`src/design/msc_pkg.sv`:
```
// Package of constants and carrier types for the monitor select and strap control block.
package msc_pkg;

  // ****************************************************************
  // Sizes, register offsets and field positions
  // ****************************************************************
  localparam int MSC_NCH = 8;
  localparam logic [7:0] MSC_CTRL_OFS = 8'h00;
  localparam logic [7:0] MSC_STAT_OFS = 8'h04;
  localparam int MSC_CTRL_RLB_BIT = 0;
  localparam int MSC_CTRL_MSEL_LSB = 1;
  localparam int MSC_STAT_CODE_LSB = 0;
  localparam int MSC_STAT_ACTIVE_BIT = 4;
  localparam int MSC_STAT_TXSEL_BIT = 5;
  localparam int MSC_STAT_TOPFLT_BIT = 6;
  localparam int MSC_STAT_HIZ_BIT = 7;
  localparam int MSC_STAT_EDGE_BIT = 8;
  localparam int MSC_STAT_HOST_BIT = 9;
  localparam int MSC_STAT_ADDR_LSB = 16;
  localparam int MSC_STAT_ADRFLT_BIT = 21;

  // ****************************************************************
  // Reset values and codes
  // ****************************************************************
  localparam logic MSC_RLB_RST = 1'b0;
  localparam logic [3:0] MSC_MSEL_RST = 4'h0;
  localparam logic [2:0] MSC_SEL_NONE = 3'h0;
  localparam logic [31:0] MSC_WORD_ZERO = 32'h0000_0000;
  localparam logic [7:0] MSC_OE_N_RST = 8'hFF;
  localparam int MSC_SYNC_STAGES = 2;

  // ****************************************************************
  // Carrier types
  // ****************************************************************
  typedef struct packed {
    logic [MSC_NCH-1:0] tip;
    logic [MSC_NCH-1:0] ring;
  } msc_line_t;

  typedef struct packed {
    logic [3:0] monitor_select;
    logic top_address_pin;
    logic [4:0] host_address_bus;
    logic bus_multiplex_select;
    logic line_drive_enable;
    logic clock_edge_choice;
    logic host_mode;
    msc_line_t rx;
  } msc_pins_t;

endpackage

```
`src/design/msc_top.sv`:
```
// Monitor select, strap decode and line path control with an APB register slave.
//
// The APB interface to the registers and the address map were left to the implementer.
`timescale 1ns/100ps
module msc_top
  import msc_pkg::*;
(
  input wire logic pclk,
  input wire logic presetn,
  input wire logic psel,
  input wire logic penable,
  input wire logic pwrite,
  input wire logic [7:0] paddr,
  input wire logic [31:0] pwdata,
  output logic [31:0] prdata,
  output logic pready,
  output logic pslverr,
  input wire logic [3:0] monitor_select,
  input wire logic top_address_pin,
  input wire logic [4:0] host_address_bus,
  input wire logic bus_multiplex_select,
  input wire logic line_drive_enable,
  input wire logic clock_edge_choice,
  input wire logic host_mode,
  input wire msc_line_t rx_line,
  input wire msc_line_t tx_data,
  output msc_line_t tx_line,
  output logic [MSC_NCH-1:0] tx_line_oe_n,
  output logic [MSC_NCH-1:0] recv_data_positive,
  output logic [MSC_NCH-1:0] recv_data_negative,
  output logic rx0_route_tip,
  output logic rx0_route_ring,
  output logic monitor_active
);

  // ****************************************************************
  // State
  // ****************************************************************
  typedef struct packed {
    logic ctrl_rlb;
    logic [3:0] ctrl_msel;
    logic [31:0] prdata;
    logic pready;
    logic pslverr;
    msc_line_t tx;
    logic [MSC_NCH-1:0] oe_n;
    logic [MSC_NCH-1:0] rdp;
    logic [MSC_NCH-1:0] rdn;
    logic rx0_tip;
    logic rx0_ring;
    logic mon_active;
    logic [3:0] mon_code;
    logic [4:0] haddr;
    logic addr_fault;
    logic top_fault;
    logic past_ok;
  } msc_state_t;

  msc_state_t st_r;
  msc_state_t st_nxt;
  msc_pins_t pins_raw;
  msc_pins_t sp;
  logic [3:0] code_now;
  logic route_tip;
  logic route_ring;
  logic route_active;
  logic rd_inv;
  logic acc;
  logic [31:0] stat_word;

  // ****************************************************************
  // Pin synchronisers
  // ****************************************************************
  always_comb begin
    pins_raw.monitor_select = monitor_select;
    pins_raw.top_address_pin = top_address_pin;
    pins_raw.host_address_bus = host_address_bus;
    pins_raw.bus_multiplex_select = bus_multiplex_select;
    pins_raw.line_drive_enable = line_drive_enable;
    pins_raw.clock_edge_choice = clock_edge_choice;
    pins_raw.host_mode = host_mode;
    pins_raw.rx = rx_line;
  end

  msc_sync #(.W($bits(msc_pins_t))) u_sync (
    .pclk(pclk),
    .presetn(presetn),
    .d(pins_raw),
    .q(sp)
  );

  // ****************************************************************
  // Monitor selection and routing
  // ****************************************************************
  // Host mode takes the selection from the control register, hardware mode from the pins.
  always_comb begin
    code_now = sp.host_mode ? st_r.ctrl_msel : sp.monitor_select;
  end

  msc_route u_route (
    .code(code_now),
    .tx(st_r.tx),
    .rx(sp.rx),
    .tip(route_tip),
    .ring(route_ring),
    .active(route_active)
  );

  // ****************************************************************
  // Next state
  // ****************************************************************
  always_comb begin
    st_nxt = st_r;
    st_nxt.past_ok = 1'b1;
    rd_inv = ~sp.clock_edge_choice;
    acc = psel & penable & st_r.pready;
    stat_word = MSC_WORD_ZERO;
    stat_word[MSC_STAT_CODE_LSB +: 4] = st_r.mon_code;
    stat_word[MSC_STAT_ACTIVE_BIT] = st_r.mon_active;
    stat_word[MSC_STAT_TXSEL_BIT] = st_r.mon_active & st_r.mon_code[3];
    stat_word[MSC_STAT_TOPFLT_BIT] = st_r.top_fault;
    stat_word[MSC_STAT_HIZ_BIT] = &st_r.oe_n;
    stat_word[MSC_STAT_EDGE_BIT] = sp.clock_edge_choice;
    stat_word[MSC_STAT_HOST_BIT] = sp.host_mode;
    stat_word[MSC_STAT_ADDR_LSB +: 5] = st_r.haddr;
    stat_word[MSC_STAT_ADRFLT_BIT] = st_r.addr_fault;

    // APB slave: one wait-free access phase after setup.
    st_nxt.pready = psel & ~penable;
    st_nxt.pslverr = 1'b0;
    st_nxt.prdata = MSC_WORD_ZERO;
    if (psel & ~penable) begin
      if (paddr == MSC_CTRL_OFS) begin
        st_nxt.prdata[MSC_CTRL_RLB_BIT] = st_r.ctrl_rlb;
        st_nxt.prdata[MSC_CTRL_MSEL_LSB +: 4] = st_r.ctrl_msel;
      end else if (paddr == MSC_STAT_OFS) begin
        st_nxt.prdata = stat_word;
      end else begin
        st_nxt.pslverr = 1'b1;
      end
    end
    if (acc & pwrite & (paddr == MSC_CTRL_OFS)) begin
      st_nxt.ctrl_rlb = pwdata[MSC_CTRL_RLB_BIT];
      st_nxt.ctrl_msel = pwdata[MSC_CTRL_MSEL_LSB +: 4];
    end

    // Monitoring path into channel 0's receiver.
    st_nxt.mon_code = code_now;
    st_nxt.mon_active = route_active;
    st_nxt.rx0_tip = route_tip;
    st_nxt.rx0_ring = route_ring;
    st_nxt.top_fault = ~sp.host_mode & sp.top_address_pin;

    // Each receiver slices its own line; channel 0 slices the routed pair.
    st_nxt.rdp = sp.rx.tip ^ {MSC_NCH{rd_inv}};
    st_nxt.rdn = sp.rx.ring ^ {MSC_NCH{rd_inv}};
    st_nxt.rdp[0] = route_tip ^ rd_inv;
    st_nxt.rdn[0] = route_ring ^ rd_inv;

    // Drivers: channels 1 to 7 always carry their own data.
    st_nxt.tx = tx_data;
    if (sp.host_mode & st_r.ctrl_rlb) begin
      st_nxt.tx.tip[0] = st_r.rx0_tip;
      st_nxt.tx.ring[0] = st_r.rx0_ring;
    end
    st_nxt.oe_n = {MSC_NCH{~sp.line_drive_enable}};

    // Address strap capture for the non-multiplexed parallel port.
    if (sp.host_mode & ~sp.bus_multiplex_select) begin
      st_nxt.haddr = sp.host_address_bus;
      st_nxt.addr_fault = 1'b0;
    end else begin
      st_nxt.haddr = st_r.haddr;
      st_nxt.addr_fault = (sp.host_address_bus != 5'h00);
    end
  end

  always_ff @(posedge pclk or negedge presetn) begin
    if (!presetn) begin
      st_r <= '0;
      st_r.ctrl_rlb <= MSC_RLB_RST;
      st_r.ctrl_msel <= MSC_MSEL_RST;
      st_r.oe_n <= MSC_OE_N_RST;
    end else begin
      st_r <= st_nxt;
    end
  end

  // ****************************************************************
  // Outputs
  // ****************************************************************
  assign prdata = st_r.prdata;
  assign pready = st_r.pready;
  assign pslverr = st_r.pslverr;
  assign tx_line = st_r.tx;
  assign tx_line_oe_n = st_r.oe_n;
  assign recv_data_positive = st_r.rdp;
  assign recv_data_negative = st_r.rdn;
  assign rx0_route_tip = st_r.rx0_tip;
  assign rx0_route_ring = st_r.rx0_ring;
  assign monitor_active = st_r.mon_active;
endmodule // msc_top

```
`src/design/msc_sync.sv`:
```
// Two-flop synchroniser for a group of pin levels.
`timescale 1ns/100ps
module msc_sync #(
  parameter int W = 1
) (
  input wire logic pclk,
  input wire logic presetn,
  input wire logic [W-1:0] d,
  output logic [W-1:0] q
);
  typedef struct packed {
    logic [W-1:0] s1;
    logic [W-1:0] s2;
  } msc_sync_st_t;

  msc_sync_st_t st_r;
  msc_sync_st_t st_nxt;

  // The first stage is read only by the second stage.
  always_comb begin
    st_nxt.s1 = d;
    st_nxt.s2 = st_r.s1;
  end

  always_ff @(posedge pclk or negedge presetn) begin
    if (!presetn) begin
      st_r <= '0;
    end else begin
      st_r <= st_nxt;
    end
  end

  assign q = st_r.s2;
endmodule // msc_sync

```
`src/design/msc_route.sv`:
```
// Selector that picks the line pair fed to the monitoring receiver.
`timescale 1ns/100ps
module msc_route
  import msc_pkg::*;
(
  input wire logic [3:0] code,
  input wire msc_line_t tx,
  input wire msc_line_t rx,
  output logic tip,
  output logic ring,
  output logic active
);
  logic [2:0] idx;

  always_comb begin
    idx = code[2:0];
    active = (idx != MSC_SEL_NONE);
    if (!active) begin
      tip = rx.tip[0];
      ring = rx.ring[0];
    end else if (code[3]) begin
      tip = tx.tip[idx];
      ring = tx.ring[idx];
    end else begin
      tip = rx.tip[idx];
      ring = rx.ring[idx];
    end
  end
endmodule // msc_route

```
`config.mk`:
```
export PLATFORM = sky130hd
export DESIGN_NAME = msc_top
export DESIGN_NICKNAME = d
export VERILOG_FILES = /design/src/design/msc_pkg.sv /design/src/design/msc_top.sv /design/src/design/msc_sync.sv /design/src/design/msc_route.sv
export SDC_FILE = /design/constraint.sdc
export NUM_CORES = 1
export LEC_CHECK = 0
export ABC_AREA = 1
export BUFFER_PORTS_ARGS = -buffer_cell sky130_fd_sc_hd__buf_4
export CORE_AREA = 2 2 144 146
export CTS_CLUSTER_SIZE = 20
export DETAILED_ROUTE_END_ITERATION = 6
export DIE_AREA = 0 0 146 148
export GPL_TIMING_DRIVEN = 0
export PLACE_DENSITY_LB_ADDON = 0.08
export SLEW_MARGIN = 30
export SYNTH_ARGS = -nofsm -noshare
export SYNTH_HDL_FRONTEND = slang
export SYNTH_SLANG_ARGS = --single-unit
```
`constraint.sdc`:
```
create_clock -name pclk -period 3.8 [get_ports pclk]
set_clock_uncertainty 0.15 [all_clocks]
set_input_delay 0.76 -clock pclk [delete_from_list [all_inputs] [get_ports pclk]]
set_output_delay 0.76 -clock pclk [all_outputs]
set_load 0.01 [all_outputs]
```
After elaboration in Yosys (flattened, before gate mapping)
Cells that the tools add are included.

Register bits: 146. Bits of input ports: 91. Output and inout bits: 77. Logic and storage cells: 66.

Magnitude comparators: 1. Equality and inequality tests: 1. Multiplexer cells: 23. Bitwise gates (word level): 18. Reduce and logical (&&, ||, !) cells: 4.

Operator list (count): $mux W32 (1); $mux W27 (1); $mux W22 (1); $xor A8 B8 Y8 (2); $mux W1 (14); $bmux W1 S3 (4); $and A1 B1 Y1 (9); $eq A8 B3 Y1 const B (1); $logic_not A8 Y1 (1); $reduce_and A8 Y1 (1); $mux W5 (1); $not A1 Y1 (5); $reduce_bool A5 Y1 (1); $lt A3 B4 Y1 const B (1); $mux W4 (1); $reduce_bool A3 Y1 (1); $xor A1 B1 Y1 (2).

Longest topological paths before layout
Word-level depth: 6. Mapped depth: 12. Depth with buffers taken out: 11.

Modules after synthesis
A second synthesis with hierarchy kept.

Cell total of the unflattened synthesis: 419. Area, all modules: 4921.0 um^2.

By module, submodules not included: msc_top (times used 1, cells each 267, area an instance 2989.1 um^2, sequential area each 1752.9 um^2); msc_sync (times used 1, cells each 60, area an instance 1501.4 um^2, sequential area each 1501.4 um^2); msc_route (times used 1, cells each 92, area an instance 430.4 um^2, sequential area each 0.0 um^2).

Worst setup path before layout
OpenSTA, ideal clock, no wires.

Path kind: in2reg. From: input paddr[3]. To: register st_r[92] (netlist bit). Setup time: 0.125 ns. Data arrival time: 1.732 ns. Required time: 3.525 ns. Slack: 1.793 ns. Stages: 5. Path buffers: 0. Cells stage by stage: nor2_1 -> nand2_1 -> nor3_4 -> nand3_4 -> mux2_4.

Cells in the longest elaborated chain, start to end: 2.

RTL lines: start, declared (RTL line msc_top.sv:13) `input wire logic [7:0] paddr,`; $logic_not A8 Y1 (RTL line msc_top.sv:142) `if (acc & pwrite & (paddr == MSC_CTRL_OFS)) begin`; $and A1 B1 Y1 (RTL line msc_top.sv:142); end signal, assigned (RTL line msc_top.sv:185) `st_r <= st_nxt;`; end, declared (RTL line msc_top.sv:59) `msc_state_t st_r;`.

No other way between the ends. A chain may end at the register's enable or synchronous reset.

Worst setup path after layout
From: register, netlist name tx_line_oe_n[0]. To: output tx_line_oe_n[6].

RTL lines: end, declared (RTL line msc_top.sv:28) `output logic [MSC_NCH-1:0] tx_line_oe_n,`.

No word-level cell between the ends.

==> reports/summary.txt <==
Combinational power share -> 10.0%
CP arrival -> 1.24 ns
Hold-fix buffers at CTS -> 0
Max Fclk -> 464.7 MHz
Antenna violations before repair -> 0
Avg WL per Cell -> 13.04 um
Final Util -> 34.05%
R2r setup slk -> 1.84 ns
WP data required -> 2.89 ns
Min Clock Period, post-route -> 2.152 ns
Final-report hold violation count -> 0
Leak pwr -> 3.362 nW
Min-Delay Path Class -> in -> async
Placed wire-length estimate -> 8075 um
Most frequent cells in the layout -> 198 x buf_4, 129 x dfrtp_1, 56 x nand2_1, 48 x nand3_1, 22 x inv_1
Global Route Usage Sum -> 10.87%
Placed cell area -> 6270 um2
WL final -> 11120 um
Initial Util -> 24.50%
Max_slew headroom -> 51.12%
1st-pass router iterations -> 4
Final net count -> 661
Status -> completed
Synthesized area -> 4910 um2
Gates resized, CTS repair -> 0
Sequential-to-total area share from yosys stat -> 66.28%
Die area -> 21610 um2
GPL Wtd Cong -> 0.7366
Clock Tree Buf Depth -> 2
Number of I/O pins -> 168
R2r startpoint -> u_sync.q[16]
Most frequent CP cell -> buf_4
Synthesis Warnings -> 0
Post-Place Cells -> 821
Cell variety after synth -> 31
Hold_ws -> 0.1262 ns
Clock H-tree levels -> 4
Total chip power -> 3.336 mW
Syn Inst Count -> 411
Vert. Die Dim -> 148 um
Core Footprint -> 20040 um2
Worst slack at placement -> 1.428 ns
Non-Filler Instances -> 853
CTS tree -> yes
Vias per cell -> 3.644
Startpoint Class -> flop
Slew Viols, Final -> 0
Largest net degree at the start of global routing -> 69
Crit-path cells -> buf_4, buf_4
Area of the multi-input gates -> 1008 um2
Clock Sink Count -> 130
Pwr per Cell Area -> 488.9 nW/um2
First-pass GRT wire length -> 17660 um
Psw -> 0.8172 mW
Actual slew at the worst max-slew pin -> 0.7256 ns
Final setup violation count -> 0
P&R area growth vs syn -> 38.97%
Reg clk slew, reported paths -> 0.06 ns
N_diodes -> 0
Fillers -> 2106
DRC Markers -> 0
Worst IR Drop VDD -> 0.2591 mV
Slowest cell on crit path -> dfstp_2
CTS buffer count -> 17
Register Area -> 3254 um2
Setup CP Type -> reg -> out
CTS root buf -> clkbuf_16
Final ANT Viol Nets -> 0
Yosys reg bits -> 130
Cell area after layout -> 6823 um2
Avg Cell Area, Syn -> 11.95 um2
Post-route setup TNS -> 0 ns
Slowest stage delay, CP -> 0.60 ns
Final WS setup -> 1.648 ns
Setup crit end kind -> output pin
Share of cells above drive strength 1 -> 43.57%
Net Sw Frac -> 24.50%
First DRT Iteration DRCs -> 118
Via count -> 3108
Clock network power share -> 45.2%
Max-cap violation count -> 0
RSZ-0062 raised after global routing -> false
Most common cell after layout, fill and taps aside -> buf_4
Final worst-path cycle share -> 56.63%
Sequential share of power -> 44.8%
CP Max Fanout -> 9
Buffers added on ports -> 124
DIE WIDTH -> 146 um
P_int -> 2.518 mW
Grt ovf -> 0
Reg2reg end -> recv_data_positive[0]
Clock latency on the worst-skew pair -> 0.41 ns
R2R cell count -> 7
Post-CTS Setup Inserts -> 0
Number of global-route vias before repair -> 3222
Cell Rows -> 52
cell usage after synthesis (all sizes together):
cell,n,area (um2)
buf,79,605.6
inv,24,90.09
xnor2,14,122.6
nand2,59,239.0
nor3,5,46.30
nor2,17,63.81
dfstp,1,26.28
nor3b,1,7.510
and3,1,6.260
o21ai,10,61.31
a211oi,2,15.01
dfrtp,129,3228
conb,1,3.750
nand3,49,257.8
or2,3,18.77
nand4,1,6.260
clkbuf,2,7.510
a21oi,8,40.04
mux2,5,63.81
worst max path at each step:
| stage | startpoint | to | slack [ns] | cells past startpoint |
|---|---|---|---|---|
| 6_report | tx_line_oe_n[0] | tx_line_oe_n[6] | 1.65 | 2 |
| 4_1_cts | tx_line_oe_n[0] | tx_line_oe_n[6] | 1.61 | 2 |
| 5_1_grt | tx_line_oe_n[0] | tx_line_oe_n[6] | 1.59 | 2 |
| 3_3_place_gp | presetn | tx_line[13] | 1.31 | 1 |
| 3_5_place_dp | paddr[3] | st_r[92] | 1.43 | 6 |
| 2_1_floorplan | paddr[3] | st_r[92] | 1.79 | 5 |
power by group through the flow:
| stage | logic [mW] | registers, mW | clock network, mW |
|---|---|---|---|
| floorplan | 0.167 | 1.51 | 0 |
| global placement | 0.333 | 1.52 | 0 |
| detailed placement | 0.340 | 1.52 | 0 |
| CTS | 0.341 | 1.50 | 1.57 |
| global route | 0.366 | 1.50 | 1.63 |
| finish | 0.333 | 1.50 | 1.51 |
worst max-delay path: cells and delay by family, from the launching register on:
family                 cells  cell delay, ns
buffers and inverters      2            0.24
DFF                        1            0.60
flip-flops by register name, summed over array words and instances (netlist names):
register / cells
monitor_active: 1
prdata: 16
pready: 1
pslverr: 1
recv_data_negative: 8
recv_data_positive: 8
rx0_route_ring: 1
rx0_route_tip: 1
st_r: 16
tx_line: 16
tx_line_oe_n: 1
u_sync.q: 30
u_sync.st_nxt: 30
metal layers:
metal / up-vias / wire length [um] / GRT usage [%]
met5: - / 0 / 0
met4: 0 / 128 / 3.204
met2: 98 / 4993 / 15.75
li1: 1545 / - / -
met3: 7 / 639 / 4.228
met1: 1458 / 5361 / 15.07
layout make-up:
class / count / share of cell area, %
buffer: 81 / 8.986
clock buffer: 20 / 6.694
clock inverter: 12 / 1.412
inverter: 24 / 1.320
multi-input combinational: 191 / 14.78
sequential: 130 / 47.70
tap: 270 / 4.951
timing repair buffer: 125 / 14.16
kinds of logic (layout without fill, tap and decap cells):
logic type	Yosys count	count (layout)	synth area share, %
AO/OA/AOI/OAI	20	20	2.370
buffers and inverters	105	262	14.32
flip-flops	130	130	66.28
multiplexers	5	5	1.300
XOR/XNOR	14	14	2.498
other	1	16	0.07638
AND/OR/NAND/NOR	136	136	13.15
No activity file was read; power rests on OpenSTA's default activity.
